### config.mk
export PLATFORM = sky130hd
export DESIGN_NAME = spicsp_top
export DESIGN_NICKNAME = d
export VERILOG_FILES = /design/src/hw/spicsp_pkg.sv /design/src/hw/spicsp_top.sv
export SDC_FILE = /design/constraint.sdc
export NUM_CORES = 1
export LEC_CHECK = 0
export BUFFER_PORTS_ARGS = -buffer_cell sky130_fd_sc_hd__buf_4
export CAP_MARGIN = 40
export CORE_MARGIN = 1
export CORE_UTILIZATION = 40
export DETAILED_ROUTE_END_ITERATION = 7
export PLACE_DENSITY = 0.59
export SLEW_MARGIN = 20
export SYNTH_ARGS = -nofsm -noshare
export SYNTH_HDL_FRONTEND = slang
export SYNTH_SLANG_ARGS = --single-unit
### constraint.sdc
create_clock -name ref_clk -period 4.1 [get_ports ref_clk]
set_clock_uncertainty 0.05 [all_clocks]
set_input_delay 0.82 -clock ref_clk [delete_from_list [all_inputs] [get_ports ref_clk]]
set_output_delay 0.82 -clock ref_clk [all_outputs]
set_load 0.1 [all_outputs]
### src/hw/spicsp_pkg.sv
package spicsp_pkg;
  // CPU clock and the half-period unit H in which every bit clock relation is counted.
  localparam int CPU_CLK_MHZ = 25;
  localparam int CPU_CLK_PS = 1000000 / CPU_CLK_MHZ;
  localparam int H_PS = CPU_CLK_PS / 2;
  localparam int CYC_PER_2H = (2 * H_PS) / CPU_CLK_PS;

  localparam int WORD_BITS = 8;
  localparam logic [4:0] EDGES_PER_WORD = 5'h10;
  localparam logic [3:0] BITS_PER_WORD = 4'h8;

  localparam logic [7:0] ADDR_CTRL = 8'h00;
  localparam logic [7:0] ADDR_SRG = 8'h04;
  localparam logic [7:0] ADDR_TXDATA = 8'h08;
  localparam logic [7:0] ADDR_RXDATA = 8'h0c;
  localparam logic [7:0] ADDR_STATUS = 8'h10;

  localparam int CTRL_ENABLE = 0;
  localparam int CTRL_TX_CLOCK_DIRECTION = 1;
  localparam int CTRL_RX_CLOCK_DIRECTION = 2;
  localparam int CTRL_TX_FRAME_DIRECTION = 3;
  localparam int CTRL_RX_FRAME_DIRECTION = 4;
  localparam int CTRL_CLOCK_STOP_LSB = 5;
  localparam int CTRL_TX_CLOCK_POLARITY = 7;
  localparam int CTRL_RX_FRAME_POLARITY = 8;
  localparam int CTRL_TX_FRAME_POLARITY = 9;
  localparam int CTRL_WIDTH = 10;
  localparam logic [9:0] CTRL_RESET = 10'h000;

  localparam int SRG_CLOCK_SOURCE_SELECT = 8;
  localparam int SRG_WIDTH = 9;
  localparam logic [8:0] SRG_RESET = 9'h101;
  localparam logic [7:0] SLAVE_DIVIDE_VALUE = 8'h01;

  localparam logic [1:0] CLOCK_STOP_NO_DELAY = 2'h2;
  localparam logic [1:0] CLOCK_STOP_HALF_DELAY = 2'h3;

  localparam int STAT_BUSY = 0;
  localparam int STAT_TX_PENDING = 1;
  localparam int STAT_RX_FULL = 2;
  localparam int STAT_CONFIG_ERROR = 3;
  localparam int STAT_OVERRUN = 4;

  typedef enum logic [1:0] {
    SPICSP_IDLE = 2'b00,
    SPICSP_LEAD = 2'b01,
    SPICSP_SHIFT = 2'b11,
    SPICSP_TRAIL = 2'b10
  } spicsp_state_t;
endpackage

### src/hw/spicsp_top.sv
// What this block does
// - Phase timing is counted in H, half a CPU clock; 2H is one cycle.
// - As master the bit clock period is one plus divide value CPU cycles, a zero divide counting as one.
// - Low phase is half period for odd or zero divide, divide/2 when even.
// - High phase is half period for odd or zero divide, divide/2+1 when even.
// - Master drives slave-enable as internal frame XOR polarity, active low with polarity one.
// - As slave the select inputs are inverted by polarity before internal use.
// - Master needs transmit clock and frame outputs, receive clock and frame inputs.
// - Slave needs every clock and frame direction set to input.
// - Slave works only with generated clock at half CPU clock, source and divide one.
// - Slave-enable goes active before the first bit clock edge of a transfer.
// - Four variants: clock-stop 10b or 11b with transmit clock polarity 0 or 1.
// - Stop 10b polarity 1 samples on the high edge, launches on the low edge.
// - Stop 11b polarity 1 samples on the low edge, launches on the high edge.
// - Stop 11b polarity 0 asserts slave-enable one period before the first rising edge.
// - Stop 11b polarity 0 holds slave-enable one low phase after the last falling edge.
// - As slave the data output is released once slave-enable goes inactive, which is high with polarity one and low with polarity zero.
module spicsp_top (
  input wire logic ref_clk,
  input wire logic arst_n,
  input wire logic psel,
  input wire logic penable,
  input wire logic pwrite,
  input wire logic [7:0] paddr,
  input wire logic [31:0] pwdata,
  output logic [31:0] prdata,
  output logic pready,
  output logic pslverr,
  input wire logic spi_bit_clock_i,
  output logic spi_bit_clock_o,
  output logic spi_bit_clock_oe,
  input wire logic slave_enable_tx_pin_i,
  output logic slave_enable_tx_pin_o,
  output logic slave_enable_tx_pin_oe,
  input wire logic frame_sync_rx_pin_i,
  input wire logic serial_data_in,
  output logic serial_data_out,
  output logic serial_data_out_oe
);
  typedef struct packed {
    spicsp_pkg::spicsp_state_t state;
    logic [spicsp_pkg::CTRL_WIDTH-1:0] ctrl;
    logic [spicsp_pkg::SRG_WIDTH-1:0] srg;
    logic [7:0] tx_buf;
    logic tx_pending;
    logic [7:0] rx_data;
    logic rx_full;
    logic overrun;
    logic [7:0] tx_sh;
    logic [7:0] rx_sh;
    logic [3:0] bits;
    logic [4:0] edges;
    logic [8:0] cnt;
    logic clk;
    logic fs;
    logic clk_prev;
    logic slave_act;
    logic [31:0] prdata;
  } spicsp_regs_t;

  spicsp_regs_t st_r;
  spicsp_regs_t st_nxt;

  logic enable;
  logic tx_clk_dir;
  logic rx_clk_dir;
  logic tx_fs_dir;
  logic rx_fs_dir;
  logic [1:0] clk_stop;
  logic clk_pol;
  logic rx_fs_pol;
  logic tx_fs_pol;
  logic [7:0] div_raw;
  logic [7:0] div_eff;
  logic master_mode;
  logic slave_mode;
  logic stop_valid;
  logic slave_cfg_ok;
  logic config_error;
  logic [8:0] per_len;
  logic [8:0] low_len;
  logic [8:0] high_len;
  logic [8:0] idle_len;
  logic [8:0] lead_len;
  logic [8:0] trail_len;
  logic sample_on_rise;
  logic slave_sel;
  logic slave_rx_sel;
  logic setup_ph;
  logic access_ph;
  logic mapped;
  logic [31:0] status_word;
  logic [31:0] rd_word;

  assign enable = st_r.ctrl[spicsp_pkg::CTRL_ENABLE];
  assign tx_clk_dir = st_r.ctrl[spicsp_pkg::CTRL_TX_CLOCK_DIRECTION];
  assign rx_clk_dir = st_r.ctrl[spicsp_pkg::CTRL_RX_CLOCK_DIRECTION];
  assign tx_fs_dir = st_r.ctrl[spicsp_pkg::CTRL_TX_FRAME_DIRECTION];
  assign rx_fs_dir = st_r.ctrl[spicsp_pkg::CTRL_RX_FRAME_DIRECTION];
  assign clk_stop = st_r.ctrl[spicsp_pkg::CTRL_CLOCK_STOP_LSB +: 2];
  assign clk_pol = st_r.ctrl[spicsp_pkg::CTRL_TX_CLOCK_POLARITY];
  assign rx_fs_pol = st_r.ctrl[spicsp_pkg::CTRL_RX_FRAME_POLARITY];
  assign tx_fs_pol = st_r.ctrl[spicsp_pkg::CTRL_TX_FRAME_POLARITY];
  assign div_raw = st_r.srg[7:0];

  assign stop_valid = (clk_stop == spicsp_pkg::CLOCK_STOP_NO_DELAY) ||
                      (clk_stop == spicsp_pkg::CLOCK_STOP_HALF_DELAY);
  assign master_mode = tx_clk_dir && tx_fs_dir && !rx_clk_dir && !rx_fs_dir;
  assign slave_mode = !tx_clk_dir && !tx_fs_dir && !rx_clk_dir && !rx_fs_dir;
  assign slave_cfg_ok = st_r.srg[spicsp_pkg::SRG_CLOCK_SOURCE_SELECT] &&
                        (div_raw == spicsp_pkg::SLAVE_DIVIDE_VALUE);
  assign config_error = enable && (!stop_valid || !(master_mode || (slave_mode && slave_cfg_ok)));

  // A half-cycle phase cannot be made from ref_clk, so a zero divide runs as divide one.
  assign div_eff = (div_raw == 8'h00) ? 8'h01 : div_raw;
  assign per_len = 9'({1'b0, div_eff} + 9'h001) * 9'(spicsp_pkg::CYC_PER_2H);
  assign low_len = 9'({1'b0, div_eff[7:1]} + {8'h00, div_eff[0]});
  assign high_len = per_len - low_len;
  assign idle_len = clk_pol ? high_len : low_len;
  // Half-delay mode leads by a full period and trails by the idle phase; no-delay the reverse.
  assign lead_len = (clk_stop == spicsp_pkg::CLOCK_STOP_HALF_DELAY) ? per_len : idle_len;
  assign trail_len = (clk_stop == spicsp_pkg::CLOCK_STOP_HALF_DELAY) ? idle_len : per_len;
  assign sample_on_rise = (clk_stop == spicsp_pkg::CLOCK_STOP_HALF_DELAY) ? !clk_pol : clk_pol;

  assign slave_sel = slave_enable_tx_pin_i ^ tx_fs_pol;
  assign slave_rx_sel = frame_sync_rx_pin_i ^ rx_fs_pol;

  assign setup_ph = psel && !penable;
  assign access_ph = psel && penable;
  assign mapped = (paddr == spicsp_pkg::ADDR_CTRL) || (paddr == spicsp_pkg::ADDR_SRG) ||
                  (paddr == spicsp_pkg::ADDR_TXDATA) || (paddr == spicsp_pkg::ADDR_RXDATA) ||
                  (paddr == spicsp_pkg::ADDR_STATUS);

  always_comb begin
    status_word = 32'h0000_0000;
    status_word[spicsp_pkg::STAT_BUSY] = (st_r.state != spicsp_pkg::SPICSP_IDLE);
    status_word[spicsp_pkg::STAT_TX_PENDING] = st_r.tx_pending;
    status_word[spicsp_pkg::STAT_RX_FULL] = st_r.rx_full;
    status_word[spicsp_pkg::STAT_CONFIG_ERROR] = config_error;
    status_word[spicsp_pkg::STAT_OVERRUN] = st_r.overrun;
    case (paddr)
      spicsp_pkg::ADDR_CTRL: rd_word = {22'h000000, st_r.ctrl};
      spicsp_pkg::ADDR_SRG: rd_word = {23'h000000, st_r.srg};
      spicsp_pkg::ADDR_TXDATA: rd_word = {24'h000000, st_r.tx_buf};
      spicsp_pkg::ADDR_RXDATA: rd_word = {24'h000000, st_r.rx_data};
      spicsp_pkg::ADDR_STATUS: rd_word = status_word;
      default: rd_word = 32'h0000_0000;
    endcase
  end

  always_comb begin
    logic edge_now;
    logic new_clk;
    logic word_done;
    logic rx_clear;
    logic tx_load;
    edge_now = 1'b0;
    tx_load = 1'b0;
    new_clk = st_r.clk;
    word_done = 1'b0;
    rx_clear = 1'b0;
    st_nxt = st_r;
    st_nxt.clk_prev = spi_bit_clock_i;

    if (setup_ph) begin
      st_nxt.prdata = rd_word;
    end
    if (access_ph && pwrite) begin
      case (paddr)
        spicsp_pkg::ADDR_CTRL: st_nxt.ctrl = pwdata[spicsp_pkg::CTRL_WIDTH-1:0];
        spicsp_pkg::ADDR_SRG: st_nxt.srg = pwdata[spicsp_pkg::SRG_WIDTH-1:0];
        spicsp_pkg::ADDR_TXDATA: begin
          st_nxt.tx_buf = pwdata[7:0];
          tx_load = 1'b1;
        end
        spicsp_pkg::ADDR_STATUS: begin
          if (pwdata[spicsp_pkg::STAT_OVERRUN]) begin
            st_nxt.overrun = 1'b0;
          end
        end
        default: ;
      endcase
    end
    if (access_ph && !pwrite && (paddr == spicsp_pkg::ADDR_RXDATA)) begin
      rx_clear = 1'b1;
    end
    if (rx_clear) begin
      st_nxt.rx_full = 1'b0;
    end

    case (st_r.state)
      spicsp_pkg::SPICSP_IDLE: begin
        st_nxt.clk = clk_pol;
        st_nxt.fs = 1'b0;
        st_nxt.slave_act = 1'b0;
        if (enable && !config_error && master_mode && st_r.tx_pending) begin
          st_nxt.tx_sh = st_r.tx_buf;
          st_nxt.tx_pending = 1'b0;
          st_nxt.bits = 4'h0;
          st_nxt.edges = 5'h00;
          st_nxt.fs = 1'b1;
          st_nxt.cnt = lead_len - 9'h001;
          st_nxt.state = spicsp_pkg::SPICSP_LEAD;
        end else if (enable && !config_error && slave_mode && slave_sel) begin
          st_nxt.tx_sh = st_r.tx_pending ? st_r.tx_buf : 8'h00;
          st_nxt.tx_pending = 1'b0;
          st_nxt.bits = 4'h0;
          st_nxt.slave_act = 1'b1;
          st_nxt.state = spicsp_pkg::SPICSP_SHIFT;
        end
      end
      spicsp_pkg::SPICSP_LEAD, spicsp_pkg::SPICSP_SHIFT: begin
        if (st_r.slave_act) begin
          if (!slave_sel) begin
            word_done = (st_r.bits == spicsp_pkg::BITS_PER_WORD);
            st_nxt.slave_act = 1'b0;
            st_nxt.state = spicsp_pkg::SPICSP_IDLE;
          end else if (spi_bit_clock_i != st_r.clk_prev) begin
            edge_now = 1'b1;
            new_clk = spi_bit_clock_i;
          end
        end else if (st_r.cnt != 9'h000) begin
          st_nxt.cnt = st_r.cnt - 9'h001;
        end else begin
          edge_now = 1'b1;
          new_clk = !st_r.clk;
          st_nxt.clk = new_clk;
          st_nxt.edges = st_r.edges + 5'h01;
          st_nxt.state = spicsp_pkg::SPICSP_SHIFT;
          if (st_r.edges + 5'h01 == spicsp_pkg::EDGES_PER_WORD) begin
            st_nxt.cnt = trail_len - 9'h001;
            st_nxt.state = spicsp_pkg::SPICSP_TRAIL;
          end else begin
            st_nxt.cnt = (new_clk ? high_len : low_len) - 9'h001;
          end
        end
        if (edge_now) begin
          if (new_clk == sample_on_rise) begin
            if (!st_r.slave_act || slave_rx_sel) begin
              st_nxt.rx_sh = {st_r.rx_sh[6:0], serial_data_in};
              st_nxt.bits = st_r.bits + 4'h1;
            end
          end else if (st_r.bits != 4'h0) begin
            st_nxt.tx_sh = {st_r.tx_sh[6:0], 1'b0};
          end
        end
      end
      spicsp_pkg::SPICSP_TRAIL: begin
        if (st_r.cnt != 9'h000) begin
          st_nxt.cnt = st_r.cnt - 9'h001;
        end else begin
          st_nxt.fs = 1'b0;
          word_done = 1'b1;
          st_nxt.state = spicsp_pkg::SPICSP_IDLE;
        end
      end
      default: st_nxt.state = spicsp_pkg::SPICSP_IDLE;
    endcase

    // A buffer write in the cycle that hands the old word to the shifter keeps the new word pending.
    if (tx_load) begin
      st_nxt.tx_pending = 1'b1;
    end

    // A word landing in the same cycle as the read that clears the flag keeps the flag set.
    if (word_done) begin
      if (st_r.rx_full && !rx_clear) begin
        st_nxt.overrun = 1'b1;
      end
      st_nxt.rx_data = st_r.rx_sh;
      st_nxt.rx_full = 1'b1;
    end
  end

  always_ff @(posedge ref_clk or negedge arst_n) begin
    if (!arst_n) begin
      st_r <= '{state: spicsp_pkg::SPICSP_IDLE, ctrl: spicsp_pkg::CTRL_RESET,
                srg: spicsp_pkg::SRG_RESET, tx_buf: 8'h00, tx_pending: 1'b0, rx_data: 8'h00,
                rx_full: 1'b0, overrun: 1'b0, tx_sh: 8'h00, rx_sh: 8'h00, bits: 4'h0,
                edges: 5'h00, cnt: 9'h000, clk: 1'b0, fs: 1'b0, clk_prev: 1'b0,
                slave_act: 1'b0, prdata: 32'h0000_0000};
    end else begin
      st_r <= st_nxt;
    end
  end

  assign prdata = st_r.prdata;
  assign pready = access_ph;
  assign pslverr = access_ph && !mapped;

  assign spi_bit_clock_o = st_r.clk;
  assign spi_bit_clock_oe = enable && tx_clk_dir;
  assign slave_enable_tx_pin_o = st_r.fs ^ tx_fs_pol;
  assign slave_enable_tx_pin_oe = enable && tx_fs_dir;
  assign serial_data_out = st_r.tx_sh[spicsp_pkg::WORD_BITS-1];
  assign serial_data_out_oe = st_r.fs || st_r.slave_act;
endmodule

==> impl_metrics.csv, run 1 <==
group,metric,value,unit
finish,n_antenna_cell,0,
status,outcome,"finished clean",
route,finalWirelength,16800,um
synth,syn_inst,727,
grt,grt_antenna_before_repair,0,
clock_tree,clkLatencyLatePin,350,ps
min_path,hold_class,"input port to async pin",
synth,yosysTopAreaCell,"dfrtp_1",
route,firstDrtPassIters,5,
finish,fin_area,7150,sq um
placed_design,post_dp_cell_area,6790,sq um
power,clkPwrFrac,0.390,
synth,synth_common_cells,"nand2_1, dfrtp_1, o21ai_0, a21oi_1",
sta,maxSlewViolCount,0,
power,p_sw_frac,0.319,
clock_tree,numCtsBuffers,9,
route,detail_route.wl_per_cell,17.1,um
die,io_pins,89,
power,p_int,0.00150,W
synth,syn_area_per_cell,8.65,sq um
sta,hold_viol_final,0,
grt,grt_usage,0.217,
sta,finalCritPeriodShare,0.938,
power,combPwrFrac,0.205,
critical_path,slowest_delay,440,ps
clock_tree,cts_tree,"done",
power,p_seq_frac,0.405,
sta,final.min_clock_period,3850,ps
sta,fin_ws,254,ps
critical_path,startpoint_type,"register",
clock_tree,cts_setup_buffers,0,
placed_design,gp_congestion,0.895,
synth,yosysMostFrequentCell,"nand2_1",
synth,yosysUniqueCellTypes,78,
grt,grt_pass1_wl,27600,um
die,core.rowCount,45,
placed_design,dpl_worst_slack,112,ps
die,die-area,16200,sq um
clock_tree,clk_pin_slew,70,ps
route,drc,0,
synth,synth_edf_count,0,
die,coreArea,15300,sq um
sta,relSlewSlack,0.427,
synth,synth-seq-cells,88,
die,fp.dieH,127,um
clock_tree,cts_hold_repair.buffers,0,
critical_path,cp_max_fo,9,
synth,synth_seq_area_share,0.351,
synth,async_reset_ff_frac,1.00,
grt,grt-ovfl-total,0,
synth,synthTopCellsByArea,"dfrtp_1, nand2_1, mux2_2",
placed_design,port_buffers,44,
die,die_w,127,um
finish,area_delta_synth_final,13.7,%
critical_path,reg2reg_to,"st_r[44]",
route,antenna_left,0,
die,initial_core_util,0.412,
grt,grt_pass1_vias,5326,
critical_path,rrSetupSlack,250,ps
clock_tree,clock-sinks,88,
sta,timing.fmax,260,MHz
sta,setup_violations,0,
power,p_leak,3.27,nW
clock_tree,cts_root_buf,"clkbuf_16",
synth,yosysWarnings,0,
critical_path,cp_cell_sequence,"nor4_2, a21oi_1, inv_1, ha_1, inv_1, ha_1, nor2b_1, or4_4, a41o_2, nor4b_4, o32ai_2, a21oi_1, nor4b_2, xnor2_1, o21ai_1",
placed_design,hpwlAfterDp,12600,um
critical_path,slowest_stage,"or4_4",
critical_path,crit_arrival,4020,ps
critical_path,r2r_cells,15,
power,power_density,309,nW/um^2
critical_path,crit_path_end_kind,"register",
route,vias_per_cell,5.59,
critical_path,required,4270,ps
critical_path,r2r-start,"div_raw[1]",
finish,fillers,1478,
synth,synth_flop_cell,"dfrtp_1",
sta,worstMarginPinSlew,851,ps
clock_tree,h-tree-depth,3,
finish,fin_nets,825,
synth,yosys.area.top_type_share,0.342,
synth,syn-cell-area,6290,sq um
grt,grt_max_degree,52,
power,peakVddDrop,0.289,mV
power,netSwitchingPower,0.000705,W
route,drt_iter0_markers,455,
finish,final_util,0.469,
route,vias,5465,
clock_tree,max-clock-path-buffers,2,
sta,holdWs,357,ps
clock_tree,cts_resized,0,
run,maxCapViolCount,0,
finish,final_layout_size_suffix_gt1_frac,0.195,
critical_path,critPathKind,"register to register",
-- worst max-delay path, delay by kind of cell (launching register included) --
family | cells | cell delay [ps]
xor+xnor | 1 | 150
flops | 1 | 400
compound gates | 5 | 990
buf+inv | 2 | 160
simple gates | 5 | 1480
fa+ha+maj | 2 | 500
-- per-stage QoR --
stage	total power (W)	TNS (ps)	std cells
floorplan	0.00127	0	748
global placement	0.00135	0	958
detailed placement	0.00136	0	960
CTS	0.00222	0	976
global route	0.00229	-87.0	977
finish	0.00221	0	977
-- area by class of cell --
type                       count  area [sq um]  share of cell area
clock inverter                 5          61.3             0.00858
sequential                    88          2200               0.308
multi-input combinational    562          3700               0.517
clock buffer                  11           243              0.0340
inverter                      26          97.6              0.0137
tap                          211           264              0.0369
timing repair buffer          74           583              0.0816
-- per-layer routing --
layer  global-route usage  vias up  part of all wire
li1                     -     2637                 -
met1                0.285     2651              0.45
met3               0.0335       25             0.036
met5                    0        -                 0
met2                0.366      152              0.49
met4               0.0735        0             0.021
-- sequential cells by signal, summed over array words and instances, names as in the netlist --
name / cells
clk_pol: 1
clk_stop: 2
div_raw: 8
enable: 1
prdata: 10
rx_clk_dir: 1
rx_fs_dir: 1
rx_fs_pol: 1
serial_data_out: 1
spi_bit_clock_o: 1
st_r: 61
-- cell families (layout without fill, tap and decap cells) --
family / after synthesis / after routing / synth area share
buf+inv: 98 / 116 / 0.0802
flops: 88 / 88 / 0.351
fa+ha+maj: 15 / 15 / 0.0298
other cells: 1 / 22 / 0.000596
compound gates: 178 / 178 / 0.188
xor+xnor: 39 / 39 / 0.0543
mux: 53 / 53 / 0.0919
simple gates: 255 / 255 / 0.204
-- how the worst max path moves through the flow --
stage | start | end | slack [ps] | depth (start not counted)
global placement | div_raw[1] | st_r[44] | 150 | 15
global route | div_raw[1] | st_r[42] | -40 | 15
finish | div_raw[1] | st_r[44] | 250 | 15
floorplan | div_raw[0] | st_r[44] | 160 | 16
CTS | div_raw[1] | st_r[42] | 90 | 15
detailed placement | div_raw[1] | st_r[42] | 110 | 15
-- cells in the final DEF, fill, tap and decap left out, types with 18 or more instances in the layout --
cell	instances
o21ai_0	41
xor2_1	21
inv_1	21
nand3_1	24
xnor2_1	18
conb_1	22
nor2_1	31
dfrtp_1	86
a21oi_1	37
buf_4	72
nand2_1	116
mux2_2	30
-- power groups by stage --
stage	sequential [W]	clock, W	combinational, W
global route	0.000897	0.000908	0.000483
global placement	0.000910	0	0.000439
CTS	0.000895	0.000879	0.000450
detailed placement	0.000911	0	0.000448
floorplan	0.000909	0	0.000365
finish	0.000895	0.000862	0.000453
Note: power is estimated with default switching activity, not from simulation.
==> run 2, diff against run 1 <==
- PLACE_DENSITY: 0.59 -> 0.67
- REMOVE_ABC_BUFFERS: default -> 1
- SKIP_CTS_REPAIR_TIMING: default -> 1
==> run 2 against run 1 <==
Against the previous run:
- total power is 0.42% lower
- non-clock buffer count is 5 lower
- worst hold slack improved by 59 ps
- critical path depth unchanged
- critical endpoint unchanged
==> impl_metrics.csv, run 2 (synthesis gave the netlist of run 1 again) <==
group,metric,value,unit
route,drc,0,
finish,n_antenna_cell,0,
route,firstDrtPassIters,4,
power,peakVddDrop,0.219,mV
sta,worstMarginPinSlew,879,ps
sta,timing.fmax,261,MHz
placed_design,port_buffers,44,
status,outcome,"finished clean",
finish,top_register,"st_r",
route,detail_route.wl_per_cell,16.1,um
clock_tree,clk_pin_slew,70,ps
sta,finalSetupTns,0,ps
sta,hold_viol_final,0,
grt,grt_pass1_wl,25700,um
clock_tree,max-clock-path-buffers,2,
finish,final_layout_size_suffix_gt1_frac,0.189,
power,combPwrFrac,0.202,
sta,rsz0062_at_grt,"no",
critical_path,crit_arrival,4010,ps
die,die-area,16200,sq um
route,finalWirelength,15600,um
power,netSwitchingPower,0.000694,W
grt,grt_pass1_vias,5013,
placed_design,hpwlAfterDp,11400,um
clock_tree,h-tree-depth,3,
die,core.rowCount,45,
critical_path,crit_path_end_kind,"register",
clock_tree,cts_root_buf,"clkbuf_16",
die,io_pins,89,
critical_path,cp_max_fo,9,
power,power_density,310,nW/um^2
power,p_seq_frac,0.407,
clock_tree,numCtsBuffers,9,
route,vias_per_cell,5.53,
finish,largest_reg_flops,61,
die,die_w,127,um
power,clkPwrFrac,0.391,
die,coreArea,15300,sq um
finish,final_cell_mix,"nand2_1, dfrtp_1, buf_4",
grt,grt_usage,0.203,
grt,grt-ovfl-total,0,
sta,setup_violations,0,
finish,area_delta_synth_final,13.0,%
sta,relSlewSlack,0.414,
route,antenna_left,0,
min_path,hold_class,"input port to async pin",
grt,grt_antenna_before_repair,0,
sta,final.min_clock_period,3830,ps
finish,final_common_cell,"nand2_1",
route,drt_iter0_markers,389,
run,maxCapViolCount,0,
critical_path,required,4280,ps
sta,finalCritPeriodShare,0.935,
route,vias,5373,
die,initial_core_util,0.412,
critical_path,critPathKind,"register to register",
power,p_int,0.00151,W
power,p_sw_frac,0.316,
grt,grt_max_degree,43,
finish,fillers,1490,
finish,fin_nets,820,
power,p_leak,3.23,nW
sta,maxSlewViolCount,0,
clock_tree,cts_tree,"done",
clock_tree,clkLatencyLatePin,350,ps
clock_tree,clock-sinks,88,
sta,holdWs,416,ps
power,total_power,0.00220,W
die,fp.dieH,127,um
critical_path,startpoint_type,"register",
placed_design,gp_congestion,0.859,
run 2: cell types whose count changed in the layout (fill, tap and decap cells not counted), sizes merged:
cell / previous run / this run
buf: 74 / 69
clkbuf: 11 / 10
clkinv: 3 / 4
run 2: per-layer routing:
metal	up-vias	track usage	wire (um)
li1	2626	-	-
met1	2578	0.272	7220
met2	151	0.330	7380
met3	18	0.0356	758
met4	0	0.0700	282
met5	-	0	0
run 2: area by class of cell:
cell class | instances | area (sq um) | share of cell area
inverter | 26 | 97.6 | 0.0137
sequential | 88 | 2210 | 0.310
multi-input combinational | 562 | 3700 | 0.521
clock inverter | 6 | 73.8 | 0.0104
timing repair buffer | 69 | 526 | 0.0739
clock buffer | 10 | 239 | 0.0336
tap | 211 | 264 | 0.0371
run 2: worst paths after layout:
path / start / cells after the start / to / slack (ps)
setup / recovery: div_raw[1] / 15 / st_r[44] / 270
hold / removal: arst_n / 1 / clk_stop[0] / 420
setup reg to reg: div_raw[1] / 15 / st_r[44] / 270
hold reg to reg: st_r[77] / 2 / st_r[77] / 440
max in group asynchronous: arst_n / 2 / div_raw[0] / 2780
min in group ref_clk: st_r[77] / 2 / st_r[77] / 440
run 2: stage by stage:
step / cell area, sq um / worst slack (ps) / utilization / std cells
final: 7110 / 267 / 0.466 / 972
after floorplan: 5960 / 311 / - / 676
after global placement: 6740 / 156 / 0.441 / 955
after CTS: 7050 / 125 / 0.462 / 971
after global routing: 7110 / 0.218 / 0.466 / 972
after detailed placement: 6740 / 143 / 0.441 / 955
run 2: worst max-delay path: stages (launching register included):
cell,delay [ps]
dfrtp_1,390
nor4_2,320
a21oi_1,140
inv_1,80
ha_1,270
inv_1,80
ha_1,230
nor2b_1,150
or4_4,450
a41o_2,370
a211oi_4,300
o311ai_1,150
a21oi_2,240
nor4b_2,260
xnor2_1,160
o21ai_1,70
run 2: power by group through the flow:
stage,registers [W],clock network (W),logic [W]
2_1_floorplan,0.000987,0,0.000248
3_3_place_gp,0.000912,0,0.000434
3_5_place_dp,0.000913,0,0.000436
4_1_cts,0.000896,0.000882,0.000437
5_1_grt,0.000897,0.000920,0.000478
6_report,0.000896,0.000860,0.000445
